==> config.mk <==
export PLATFORM = sky130hd
export DESIGN_NAME = chg_link_end_flat
export DESIGN_NICKNAME = d
export VERILOG_FILES = /design/src/chg_det_pkg.sv /design/src/chg_link_if.sv /design/src/chg_link_end.sv /design/src/flat_wrapper.sv
export SDC_FILE = /design/constraint.sdc
export NUM_CORES = 1
export LEC_CHECK = 0
export ABC_AREA = 0
export BUFFER_PORTS_ARGS = -buffer_cell sky130_fd_sc_hd__buf_2
export CAP_MARGIN = 25
export CORE_MARGIN = 2
export CORE_UTILIZATION = 51
export CTS_CLUSTER_SIZE = 40
export DETAILED_ROUTE_END_ITERATION = 7
export MAX_ROUTING_LAYER = met4
export PLACE_DENSITY = 0.77
export SETUP_SLACK_MARGIN = 0.05
export SYNTH_ARGS = -nofsm -noshare
export SYNTH_HDL_FRONTEND = slang
export SYNTH_SLANG_ARGS = --single-unit
==> constraint.sdc <==
create_clock -name i_clk -period 2.2 [get_ports i_clk]
set_input_delay 0.11 -clock i_clk [delete_from_list [all_inputs] [get_ports i_clk]]
set_output_delay 0.11 -clock i_clk [all_outputs]
set_load 0.02 [all_outputs]
==> src/chg_det_pkg.sv <==
package chg_det_pkg;

  // Transceiver register map (write / set / clear triplets; event status and debug are single registers)
  localparam logic [5:0] FUNC_CTRL_WR   = 6'h04;
  localparam logic [5:0] FUNC_CTRL_SET  = 6'h05;
  localparam logic [5:0] FUNC_CTRL_CLR  = 6'h06;
  localparam logic [5:0] OTG_CTRL_WR    = 6'h0A;
  localparam logic [5:0] OTG_CTRL_SET   = 6'h0B;
  localparam logic [5:0] OTG_CTRL_CLR   = 6'h0C;
  localparam logic [5:0] EVT_STATUS     = 6'h13;
  localparam logic [5:0] DEBUG_REG      = 6'h15;
  localparam logic [5:0] RID_WR         = 6'h36;
  localparam logic [5:0] RID_SET        = 6'h37;
  localparam logic [5:0] RID_CLR        = 6'h38;
  localparam logic [5:0] IOPM_WR        = 6'h39;
  localparam logic [5:0] IOPM_SET       = 6'h3A;
  localparam logic [5:0] IOPM_CLR       = 6'h3B;

  // Field positions
  localparam int FC_SUSPEND_N   = 6;
  localparam int OTG_ID_PULLUP  = 0;
  localparam int EVT_SESS_VALID = 1;
  localparam int EVT_ID_GND     = 4;
  localparam int RID_DONE       = 3;
  localparam int RID_START      = 4;
  localparam int RID_INT_EN     = 6;
  localparam int IOPM_PU_DP     = 4;
  localparam int IOPM_PU_DM     = 5;
  localparam int LP_INT_BIT     = 3;

  // Reset values
  localparam logic [7:0] FC_RESET     = 8'h41;
  localparam logic [7:0] IOPM_RESET   = 8'h04;
  localparam logic [7:0] ZERO_BYTE    = 8'h00;

  // Values written by the link
  localparam logic [7:0] FC_FS_NODRIVE = 8'h49;
  localparam logic [7:0] FC_NORMAL     = 8'h41;
  localparam logic [7:0] FC_SUSPEND_MASK = 8'h40;
  localparam logic [7:0] PU_DP_MASK    = 8'h10;
  localparam logic [7:0] PU_DM_MASK    = 8'h20;
  localparam logic [7:0] PU_BOTH_MASK  = 8'h30;
  localparam logic [7:0] ID_PU_MASK    = 8'h01;

  // Resistor codes
  localparam logic [2:0] RID_100K  = 3'h2;

  // Line levels
  localparam logic [1:0] LINE_SE0 = 2'h0;
  localparam logic [1:0] LINE_SE1 = 2'h3;
  localparam logic [1:0] VBUS_SESS = 2'h3;

  // Timing
  localparam int CLK_KHZ          = 40000;
  localparam int RID_TIME_US      = 282;
  localparam int RID_CYCLES       = RID_TIME_US * CLK_KHZ / 1000;
  localparam int SETTLE_TIME_US   = 10;
  localparam int SETTLE_CYCLES    = SETTLE_TIME_US * CLK_KHZ / 1000;

  // Controller register map
  localparam logic [1:0] CTL_CMD      = 2'h0;
  localparam logic [1:0] CTL_STATUS   = 2'h1;
  localparam logic [1:0] CTL_INT_STAT = 2'h2;
  localparam logic [1:0] CTL_INT_MASK = 2'h3;
  localparam int CMD_DETECT   = 0;
  localparam int CMD_RID      = 1;
  localparam int CMD_LP       = 2;
  localparam int EV_DET_DONE  = 0;
  localparam int EV_RID_DONE  = 1;
  localparam int EV_VBUS      = 2;

  // Detection result
  localparam logic [1:0] RES_NONE    = 2'h0;
  localparam logic [1:0] RES_CHARGER = 2'h1;
  localparam logic [1:0] RES_HOST    = 2'h2;
  localparam logic [1:0] RES_OTHER   = 2'h3;

endpackage

==> src/chg_link_if.sv <==
`timescale 1ns/1ps
interface chg_link_if;
  logic       req;
  logic       wr;
  logic [5:0] addr;
  logic [7:0] wdata;
  logic       ack;
  logic [7:0] rdata;
  logic       rxcmd_vld;
  logic [7:0] rxcmd;
  logic       low_power;
  logic [7:0] lp_data;
  logic       exit_lp;

  modport phy_end (
    input  req, wr, addr, wdata, exit_lp,
    output ack, rdata, rxcmd_vld, rxcmd, low_power, lp_data
  );
  modport link_end (
    output req, wr, addr, wdata, exit_lp,
    input  ack, rdata, rxcmd_vld, rxcmd, low_power, lp_data
  );
endinterface

==> src/chg_link_end.sv <==
// Chosen here: the plain strobed port.
`timescale 1ns/1ps
// Operation
// - ID measure: ground, pullup, start, done, code
// - 100k code flagged as possible charger
// - Session valid read from receive command
// - Data line 3 carries low-power interrupt
// - Interrupt in low power: exit, read registers; the link acts on it only in S_WAIT_SES
// - Write 49h to function control first
// - Set address 3Ah bit 4 enables pull-up
// - DP and DM pull-ups enabled separately
// - Line state via receive command or debug
// - Data lines 0 and 1 carry line state
// - Sequence: session, tristate, DP, DM, evaluate
// - SE1 with both pull-ups means charger
// - SE0 with both pull-ups means host
// - Three-bit resistor code table
// - Measurement 282us, done cleared by read
// - Start bit clears itself on completion
// - Register 39h write, 3Ah set, 3Bh clear
module chg_link_end #(
  parameter int SETTLE_CYCLES = chg_det_pkg::SETTLE_CYCLES
) (
  input  wire logic       i_clk,
  input  wire logic       i_rst,
  chg_link_if.link_end    bus,
  input  wire logic [1:0] i_addr,
  input  wire logic [7:0] i_wdata,
  input  wire logic       i_wr,
  input  wire logic       i_rd,
  output logic [7:0]      o_rdata,
  output logic            o_irq
);

  typedef enum logic [3:0] {
    S_IDLE     = 4'b0000,
    S_WAIT_SES = 4'b0001,
    S_LP_EXIT  = 4'b0010,
    S_RD_SESS  = 4'b0011,
    S_WR_FC    = 4'b0100,
    S_SET_DP   = 4'b0101,
    S_SET_DM   = 4'b0110,
    S_SETTLE   = 4'b0111,
    S_EVAL     = 4'b1000,
    S_CLR_PU   = 4'b1001,
    S_REST_FC  = 4'b1010,
    S_RID_GND  = 4'b1011,
    S_RID_PU   = 4'b1100,
    S_RID_GO   = 4'b1101,
    S_RID_POLL = 4'b1110,
    S_LP_ENTER = 4'b1111
  } state_e;

  state_e     state_q, state_d;
  logic [1:0] result_q;
  logic [2:0] code_q;
  logic       code_vld_q;
  logic [2:0] ist_q, imask_q;
  logic [7:0] rdata_q;
  logic       sess_q;
  logic [1:0] line_q;
  logic       ev_det, ev_rid, ev_vbus;
  logic [$clog2(SETTLE_CYCLES+1)-1:0] cnt_q;

  // Request table: one register access per access state
  logic       acc;
  logic       acc_wr;
  logic [5:0] acc_addr;
  logic [7:0] acc_data;
  always_comb begin
    acc      = 1'b1;
    acc_wr   = 1'b1;
    acc_addr = chg_det_pkg::EVT_STATUS;
    acc_data = chg_det_pkg::ZERO_BYTE;
    unique case (state_q)
      S_RD_SESS, S_RID_GND: begin
        acc_wr = 1'b0;
      end
      S_WR_FC: begin
        acc_addr = chg_det_pkg::FUNC_CTRL_WR;
        acc_data = chg_det_pkg::FC_FS_NODRIVE;
      end
      S_SET_DP: begin
        acc_addr = chg_det_pkg::IOPM_SET;
        acc_data = chg_det_pkg::PU_DP_MASK;
      end
      S_SET_DM: begin
        acc_addr = chg_det_pkg::IOPM_SET;
        acc_data = chg_det_pkg::PU_DM_MASK;
      end
      S_EVAL: begin
        acc_wr   = 1'b0;
        acc_addr = chg_det_pkg::DEBUG_REG;
      end
      S_CLR_PU: begin
        acc_addr = chg_det_pkg::IOPM_CLR;
        acc_data = chg_det_pkg::PU_BOTH_MASK;
      end
      S_REST_FC: begin
        acc_addr = chg_det_pkg::FUNC_CTRL_WR;
        acc_data = chg_det_pkg::FC_NORMAL;
      end
      S_RID_PU: begin
        acc_addr = chg_det_pkg::OTG_CTRL_SET;
        acc_data = chg_det_pkg::ID_PU_MASK;
      end
      S_RID_GO: begin
        acc_addr = chg_det_pkg::RID_SET;
        acc_data = 8'h10;
      end
      S_RID_POLL: begin
        acc_wr   = 1'b0;
        acc_addr = chg_det_pkg::RID_WR;
      end
      S_LP_ENTER: begin
        acc_addr = chg_det_pkg::FUNC_CTRL_CLR;
        acc_data = chg_det_pkg::FC_SUSPEND_MASK;
      end
      S_IDLE, S_WAIT_SES, S_LP_EXIT, S_SETTLE: begin
        acc    = 1'b0;
        acc_wr = 1'b0;
      end
    endcase
  end

  wire       ack      = bus.ack;
  wire [7:0] rd       = bus.rdata;
  wire       lp       = bus.low_power;
  wire       lp_int   = lp && bus.lp_data[chg_det_pkg::LP_INT_BIT];
  wire       cmd_det  = i_wr && i_addr == chg_det_pkg::CTL_CMD && i_wdata[chg_det_pkg::CMD_DETECT];
  wire       cmd_rid  = i_wr && i_addr == chg_det_pkg::CTL_CMD && i_wdata[chg_det_pkg::CMD_RID];
  wire       cmd_lp   = i_wr && i_addr == chg_det_pkg::CTL_CMD && i_wdata[chg_det_pkg::CMD_LP];
  wire       rx_sess  = bus.rxcmd_vld && bus.rxcmd[3:2] == chg_det_pkg::VBUS_SESS;
  wire [1:0] eval_ln  = rd[1:0];
  wire       busy     = state_q != S_IDLE;
  wire [7:0] status   = {code_q == chg_det_pkg::RID_100K && code_vld_q, code_vld_q, code_q,
                         result_q, busy};

  // Sequencer
  always_comb begin
    state_d = state_q;
    ev_det  = 1'b0;
    ev_rid  = 1'b0;
    unique case (state_q)
      S_IDLE: begin
        if (cmd_det) state_d = S_WAIT_SES;
        else if (cmd_rid) state_d = S_RID_GND;
        else if (cmd_lp) state_d = S_LP_ENTER;
      end
      S_WAIT_SES: begin
        if (lp_int) state_d = S_LP_EXIT;
        else if (!lp && (rx_sess || sess_q)) state_d = S_WR_FC;
      end
      S_LP_EXIT:  if (!lp) state_d = S_RD_SESS;
      S_RD_SESS:  if (ack) state_d = rd[chg_det_pkg::EVT_SESS_VALID] ? S_WR_FC : S_WAIT_SES;
      S_WR_FC:    if (ack) state_d = S_SET_DP;
      S_SET_DP:   if (ack) state_d = S_SET_DM;
      S_SET_DM:   if (ack) state_d = S_SETTLE;
      S_SETTLE:   if (cnt_q == '0) state_d = S_EVAL;
      S_EVAL:     if (ack) state_d = S_CLR_PU;
      S_CLR_PU:   if (ack) state_d = S_REST_FC;
      S_REST_FC: begin
        if (ack) begin
          state_d = S_IDLE;
          ev_det  = 1'b1;
        end
      end
      S_RID_GND:  if (ack && rd[chg_det_pkg::EVT_ID_GND]) state_d = S_RID_PU;
      S_RID_PU:   if (ack) state_d = S_RID_GO;
      S_RID_GO:   if (ack) state_d = S_RID_POLL;
      S_RID_POLL: begin
        if (ack && rd[chg_det_pkg::RID_DONE]) begin
          state_d = S_IDLE;
          ev_rid  = 1'b1;
        end
      end
      S_LP_ENTER: if (ack) state_d = S_IDLE;
    endcase
  end

  assign ev_vbus = rx_sess && !sess_q;

  always_ff @(posedge i_clk or posedge i_rst) begin
    if (i_rst) begin
      state_q <= S_IDLE;
      cnt_q   <= '0;
    end else begin
      state_q <= state_d;
      if (state_q == S_SET_DM) cnt_q <= ($clog2(SETTLE_CYCLES+1))'(SETTLE_CYCLES);
      else if (cnt_q != '0) cnt_q <= cnt_q - 1'b1;
    end
  end

  // Results and tracked link state
  always_ff @(posedge i_clk or posedge i_rst) begin
    if (i_rst) begin
      result_q   <= chg_det_pkg::RES_NONE;
      code_q     <= '0;
      code_vld_q <= 1'b0;
      sess_q     <= 1'b0;
      line_q     <= chg_det_pkg::LINE_SE0;
    end else begin
      if (bus.rxcmd_vld) begin
        sess_q <= bus.rxcmd[3:2] == chg_det_pkg::VBUS_SESS;
        line_q <= bus.rxcmd[1:0];
      end else if (lp) begin
        line_q <= bus.lp_data[1:0];
      end
      if (state_q == S_RD_SESS && ack) sess_q <= rd[chg_det_pkg::EVT_SESS_VALID];
      if (cmd_det && !busy) result_q <= chg_det_pkg::RES_NONE;
      if (state_q == S_EVAL && ack) begin
        if (eval_ln == chg_det_pkg::LINE_SE1) result_q <= chg_det_pkg::RES_CHARGER;
        else if (eval_ln == chg_det_pkg::LINE_SE0) result_q <= chg_det_pkg::RES_HOST;
        else result_q <= chg_det_pkg::RES_OTHER;
      end
      if (cmd_rid && !busy) code_vld_q <= 1'b0;
      if (ev_rid) begin
        code_q     <= rd[2:0];
        code_vld_q <= 1'b1;
      end
    end
  end

  // Software port, sticky events with set over clear
  always_ff @(posedge i_clk or posedge i_rst) begin
    if (i_rst) begin
      ist_q   <= '0;
      imask_q <= '0;
      rdata_q <= chg_det_pkg::ZERO_BYTE;
    end else begin
      ist_q <= (ist_q & ~((i_wr && i_addr == chg_det_pkg::CTL_INT_STAT) ? i_wdata[2:0] : 3'h0))
               | {ev_vbus, ev_rid, ev_det};
      if (i_wr && i_addr == chg_det_pkg::CTL_INT_MASK) imask_q <= i_wdata[2:0];
      if (i_rd) begin
        unique case (i_addr)
          chg_det_pkg::CTL_CMD:      rdata_q <= chg_det_pkg::ZERO_BYTE;
          chg_det_pkg::CTL_STATUS:   rdata_q <= status;
          chg_det_pkg::CTL_INT_STAT: rdata_q <= {5'h00, ist_q};
          chg_det_pkg::CTL_INT_MASK: rdata_q <= {5'h00, imask_q};
        endcase
      end
    end
  end

  assign o_rdata     = rdata_q;
  assign o_irq       = |(ist_q & imask_q);
  assign bus.req     = acc && !ack;
  assign bus.wr      = acc_wr;
  assign bus.addr    = acc_addr;
  assign bus.wdata   = acc_data;
  assign bus.exit_lp = state_q == S_LP_EXIT;

endmodule // chg_link_end

==> src/flat_wrapper.sv <==
// flat-port wrapper written by rule: the top's interface ports become plain ports
module chg_link_end_flat 
#(
  parameter int SETTLE_CYCLES = chg_det_pkg::SETTLE_CYCLES
)
  (i_clk, i_rst, i_addr, i_wdata, i_wr, i_rd, o_rdata, o_irq, bus_req, bus_wr, bus_addr, bus_wdata, bus_exit_lp, bus_ack, bus_rdata, bus_rxcmd_vld, bus_rxcmd, bus_low_power, bus_lp_data);
  chg_link_if bus_i ();
  input  wire logic i_clk;
  input  wire logic i_rst;
  input  wire logic [1:0] i_addr;
  input  wire logic [7:0] i_wdata;
  input  wire logic i_wr;
  input  wire logic i_rd;
  output logic [7:0] o_rdata;
  output logic o_irq;
  output wire logic [$bits(bus_i.req)-1:0] bus_req;
  output wire logic [$bits(bus_i.wr)-1:0] bus_wr;
  output wire logic [$bits(bus_i.addr)-1:0] bus_addr;
  output wire logic [$bits(bus_i.wdata)-1:0] bus_wdata;
  output wire logic [$bits(bus_i.exit_lp)-1:0] bus_exit_lp;
  input wire logic [$bits(bus_i.ack)-1:0] bus_ack;
  input wire logic [$bits(bus_i.rdata)-1:0] bus_rdata;
  input wire logic [$bits(bus_i.rxcmd_vld)-1:0] bus_rxcmd_vld;
  input wire logic [$bits(bus_i.rxcmd)-1:0] bus_rxcmd;
  input wire logic [$bits(bus_i.low_power)-1:0] bus_low_power;
  input wire logic [$bits(bus_i.lp_data)-1:0] bus_lp_data;
  assign bus_req = bus_i.req;
  assign bus_wr = bus_i.wr;
  assign bus_addr = bus_i.addr;
  assign bus_wdata = bus_i.wdata;
  assign bus_exit_lp = bus_i.exit_lp;
  assign bus_i.ack = bus_ack;
  assign bus_i.rdata = bus_rdata;
  assign bus_i.rxcmd_vld = bus_rxcmd_vld;
  assign bus_i.rxcmd = bus_rxcmd;
  assign bus_i.low_power = bus_low_power;
  assign bus_i.lp_data = bus_lp_data;
  chg_link_end #(.SETTLE_CYCLES(SETTLE_CYCLES)) u_core (.i_clk(i_clk), .i_rst(i_rst), .bus(bus_i), .i_addr(i_addr), .i_wdata(i_wdata), .i_wr(i_wr), .i_rd(i_rd), .o_rdata(o_rdata), .o_irq(o_irq));
endmodule
### Yosys cells after proc, flatten, opt, wreduce, memory -nomap -nowiden

Index checks and enable logic that the tools add are counted.

* $add $sub $neg: 1
* equal/unequal tests: 36
* mux-type cells: 40
* bitwise gates (word level): 4
* reduce and logical (&&, ||, !) cells: 41

Operator list (count)
* two-way mux 4 bit: 18
* one-hot mux 4 bit (15 select lines): 1
* one-hot mux 7 bit (7 select lines): 1
* one-hot mux 6 bit (8 select lines): 1
* equality test 4 bit, second input constant: 8
* one-hot mux 8 bit (4 select lines): 1
* logical AND 1 bit: 18
* two-way mux 9 bit: 2
* inequality test 2 bit, second input constant: 9
* equality test 4 x 3 -> 1 bit, second input constant: 4
* AND reduction 15 bit: 1
* two-way mux 1 bit: 11
* zero test 9 bit: 1
* nonzero test 9 bit: 1
* subtractor 9 x 1 -> 9 bit, second input constant: 1
* equality test 2 bit, second input constant: 4
* equality test 4 x 2 -> 1 bit, second input constant: 2
* inequality test 2 x 1 -> 1 bit, second input constant: 4
* nonzero test 2 bit: 4
* OR reduction 2 bit: 4
* OR reduction 8 bit: 1
* AND 3 bit: 2
* two-way mux 2 bit: 3
* two-way mux 3 bit: 2
* 14 further kinds: 18

* register bits: 34
* input port bits: 41
* output and inout bits: 26
* word-level logic and storage cells: 131

### Logic depth before layout (Yosys ltp)

* word-level depth: 7
* mapped depth: 7
* gate-level depth less buffers: 7

### Worst setup path before layout

No wires, ideal clock.

* path kind: reg-to-reg
* start point: register u_core.cnt_q[0]
* end point: register u_core.state_q[2]
* setup time: 0.125 ns
* arrival: 1.713 ns
* required time: 2.075 ns
* setup slack: 0.362 ns
* cell stages (with the launch flop): 8
* buffers on the path: 0
* period minus slack after synthesis: 1.838 ns
* cell sequence: dfrtp_1 > inv_1 > ha_1 > nor4b_2 > a21boi_1 > nor4_4 > nand2_2 > mux2_4

* word-level cells in the longest chain between the ends: 3

RTL lines
* from (decl): RTL line chg_link_end.sv:63 `logic [$clog2(SETTLE_CYCLES+1)-1:0] cnt_q;`
* from (signal assigned): RTL line chg_link_end.sv:189 `if (state_q == S_SET_DM) cnt_q <= ($clog2(SETTLE_CYCLES+1))'(SETTLE_CYCLES);`
* from (signal assigned): RTL line chg_link_end.sv:190 `else if (cnt_q != '0) cnt_q <= cnt_q - 1'b1;`
* zero test 9 bit: RTL line chg_link_end.sv:159 `S_SETTLE: if (cnt_q == '0) state_d = S_EVAL;`
* inequality test 2 x 1 -> 1 bit (no source line)
* AND reduction 15 bit (no source line)
* to (signal assigned): RTL line chg_link_end.sv:188 `state_q <= state_d;`
* to (decl): RTL line chg_link_end.sv:54 `state_e state_q, state_d;`

Every way passes these cells.
A chain may end at the register's enable or synchronous reset.

### Worst setup path after layout

* start point: register u_core.state_q[1]
* end point: register u_core.state_q[2]

* word-level cells in the longest chain between the ends: 4
* elaborated cells between the ends (all ways): 34
* classes of those cells: eq/ne: 30; mux: 1; reduce/logical: 3

RTL lines
* equality test 4 bit: RTL line chg_link_end.sv:144 `unique case (state_q)`
* OR reduction 2 bit (no source line)
* inequality test 2 x 1 -> 1 bit (no source line)
* AND reduction 15 bit (no source line)

Several ways; a longest one is shown, not always the timed one.

==> results.md <==
* Yosys warning count at 0
* Nets@finish at 325
* Min-Delay Path Class: input pin to register
* Post-Place Cells at 325
* Synthesized netlist cell count at 234
* Clock tree from TritonCTS: done
* DRC violation count after routing at 0
* Sum of internal, switching and leakage power at 3.51 mW
* Max FO, Critical Path at 17
* Via-to-Cell Ratio at 5.41
* Number of enable-type register cells in the synthesized netlist at 0
* Relative area change from synthesis to final layout at 17.4%
* Post-layout minimum cycle time at 1.99 ns
* Part of the Yosys area used for sequential elements at 39.9%
* Clock root buffer master: sky130_fd_sc_hd__clkbuf_8
* Total negative slack at 0 ns
* WP buf/inv at 0
* Antenna violations before repair at 0
* Number of endpoints with negative hold slack in the final report at 0
* Proportion of register bits with asynchronous set or reset after synthesis at 100%
* Ports placed on the boundary at 67
* Port Buffers at 42
* Average routed wire per standard cell at 14.1 microns
* Initial core utilization at 53.3%
* Maximum clock rate at 0.503 GHz
* Detailed-route via count at 1795
* Clock slew at the register clock pins of the worst setup and hold paths at 0.06 ns
* Fraction of the cycle the final worst path needs at 90.4%
* TritonCTS Buffers at 5
* Setup repair after global routing missed its margin: no
* Deepest clock path buffer count at 2
* Ys flop type: sky130_fd_sc_hd__dfrtp_1
* Leakage component of the power at 1.15 nW
* Final worst clock skew at 0.00288 ns
* Worst IR drop on VDD at 1.06 mV
* Core box area at 4000 sq um
* Count of TritonRoute iterations in the first routing pass at 5
* Total global-route track usage at 22.3%
* Count of non-filler cells in the finished layout at 332
* Width of the chip at 68.7 microns
* Number of antenna-violating nets in the routed design at 0
* Areal power density over the cells at 1400 nW/um^2
* Crit-path cells: and2_1, a2111oi_2, nor4_4, nand2_2, mux2_4
* Critical path class: register to register
* Final wirelength at 4670 microns
* Largest delay share family, worst path: flip-flops
* Worst-path cell with the longest stage delay: sky130_fd_sc_hd__dfrtp_1
* Maximum capacitance violations at 0
* Final number of setup-violating endpoints at 0
* Cell variety after synth at 55
* Synthesis-stage register bit count at 34
* Area of the die at 4710 sq um
* Final Slew Violations at 0
* Later-pin clock latency in the skew report at 0.28 ns
* Violation count after the first detailed-route iteration at 107
* TritonCTS sink count at 34
* Endpoint kind of the worst setup timing path: register
* Number of antenna diodes at 0
* Weighted congestion reported at the end of routability-driven placement at 0.879
* Number of buffers added for setup after CTS at 0
* Post-synthesis instance area at 2130 sq um
* Die Span Y at 68.7 microns
* Number of filler instances in the final layout at 363
* Global-route wire length before repair at 7620 microns
* Residual overflow from global routing at 0
* Startpoint type of the worst setup path: register
* Arrival time worst endpoint at 2.15 ns
* HPWL reported at the end of detailed placement at 3470 microns
* Maximum number of pins on one net before global-route repair at 35
* Mapped Avg Cell Area at 9.11 sq um
* Rows at 23
* Worst endpoint required time at 2.36 ns
* Clock H-tree levels at 2
* Crit path largest cell delay at 0.55 ns
* Number of global-route vias before repair at 1609
* Status: finished clean
* Share of final-layout standard cells stronger than drive strength 1 at 28.4%
==> stage by stage <==
step                hold slack [ns]  instance area, sq um  setup WS [ns]  util (%)
global route                 0.0335                  2500         0.0707      62.6
CTS                          0.0272                  2500          0.192      62.5
detailed placement            0.228                  2410          0.214      60.2
floorplan                     0.207                  2140          0.362         -
global placement              0.226                  2410          0.278      60.2
finish                       0.0334                  2500          0.211      62.6
==> sequential cells by signal (all words and copies together), names as in the netlist <==
name,cells
u_core.sess_q,1
u_core.imask_q,3
u_core.code_vld_q,1
u_core.state_q,4
u_core.cnt_q,9
u_core.o_rdata,8
u_core.result_q,2
u_core.ist_q,3
u_core.code_q,3
==> where the power goes <==
part / internal, mW / total, mW / switching [mW]
Sequential: 0.853 / 1.16 / 0.303
Clock: 0.241 / 0.447 / 0.206
Combinational: 0.838 / 1.91 / 1.07
==> worst reg2reg max path: stages, from the launching register on <==
cell and delay (ns):
sky130_fd_sc_hd__dfrtp_1 0.55, sky130_fd_sc_hd__and2_1 0.30, sky130_fd_sc_hd__a2111oi_2 0.49, sky130_fd_sc_hd__nor4_4 0.11
sky130_fd_sc_hd__nand2_2 0.13, sky130_fd_sc_hd__mux2_4 0.30
==> area by class of cell <==
class | count | area (sq um) | area share [%]
Clock buffer | 6 | 82.6 | 3.30
Tap cell | 50 | 62.6 | 2.50
Multi-Input combinational cell | 176 | 1160 | 46.4
Timing Repair Buffer | 53 | 295 | 11.8
Sequential cell | 34 | 852 | 34.0
Inverter | 13 | 48.8 | 1.95
==> cells in the mapped netlist (3+ instances only) <==
cell type                  number  area, sq um
sky130_fd_sc_hd__a211oi_1       4         30.0
sky130_fd_sc_hd__a21oi_1       15         75.1
sky130_fd_sc_hd__a22oi_1        3         22.5
sky130_fd_sc_hd__and3_1         3         18.8
sky130_fd_sc_hd__buf_2          3         15.0
sky130_fd_sc_hd__buf_4          3         22.5
sky130_fd_sc_hd__clkbuf_1       5         18.8
sky130_fd_sc_hd__dfrtp_1       34          851
sky130_fd_sc_hd__inv_1         13         48.8
sky130_fd_sc_hd__mux2_2        10          113
sky130_fd_sc_hd__nand2_1       27          101
sky130_fd_sc_hd__nand2b_1       5         31.3
sky130_fd_sc_hd__nand3_1        9         45.0
sky130_fd_sc_hd__nor2_1        20         75.1
sky130_fd_sc_hd__nor2b_1        9         56.3
sky130_fd_sc_hd__nor3b_1        3         22.5
sky130_fd_sc_hd__o21ai_0       14         70.1
sky130_fd_sc_hd__xnor2_1        5         43.8
sky130_fd_sc_hd__xor2_1         3         26.3
==> path summary, 6_finish.rpt <==
| path | from | end | slack (ns) | cells past startpoint |
|---|---|---|---|---|
| min | bus_rdata[0] | u_core.result_q[1] | 0.03 | 2 |
| max in group asynchronous | i_rst | u_core.state_q[0] | 1.41 | 4 |
| min reg2reg | u_core.sess_q | u_core.ist_q[2] | 0.50 | 1 |
| max reg2reg | u_core.state_q[1] | u_core.state_q[2] | 0.21 | 5 |
| min in group asynchronous | i_rst | u_core.o_rdata[0] | 0.46 | 4 |
| max | u_core.state_q[1] | u_core.state_q[2] | 0.21 | 5 |
==> kinds of logic after synthesis <==
logic type                 Yosys count  synth area share [%]
AOI/OAI and AO/OA                   58                  19.0
xor gates and xnor gates             9                  4.05
adders and majority gates            1                 0.587
buffers and inverters               26                  5.99
DFF                                 34                  39.9
muxes                               13                  6.92
other                                1                 0.176
and+or+nand+nor                     92                  23.4
==> repair_timing <==
action / in CTS / in global routing
hold buffers: 1 / 0
hold endpoints to repair: 34 / 0
resized for setup: 0 / 1
endpoints found under the setup margin: 0 / 1
==> metal layers <==
| layer | wire length, microns | share of wire (%) | vias up | GRT usage, % |
|---|---|---|---|---|
| met4 | 70 | 1.5 | 0 | 7.50 |
| met1 | 2230 | 48 | 802 | 30.6 |
| met2 | 2070 | 44 | 70 | 34.0 |
| li1 | - | - | 915 | - |
| met3 | 299 | 6.4 | 8 | 3.08 |
| met5 | 0 | 0 | - | - |
==> cell usage in the layout (no fill, tap or decap), drive strengths merged, types with 3 or more instances in the layout <==
cell type   n
nor3b       3
nand2b      5
and3        3
clkbuf      6
inv        13
conb        3
a21oi      15
o21ai      14
dfrtp      34
a211oi      4
a22oi       3
buf        52
mux2       11
nand3       9
xor2        4
nor2b       9
nor2       21
nand2      28
nor3        3
xnor2       5
Power figures use the tool's default switching activity.
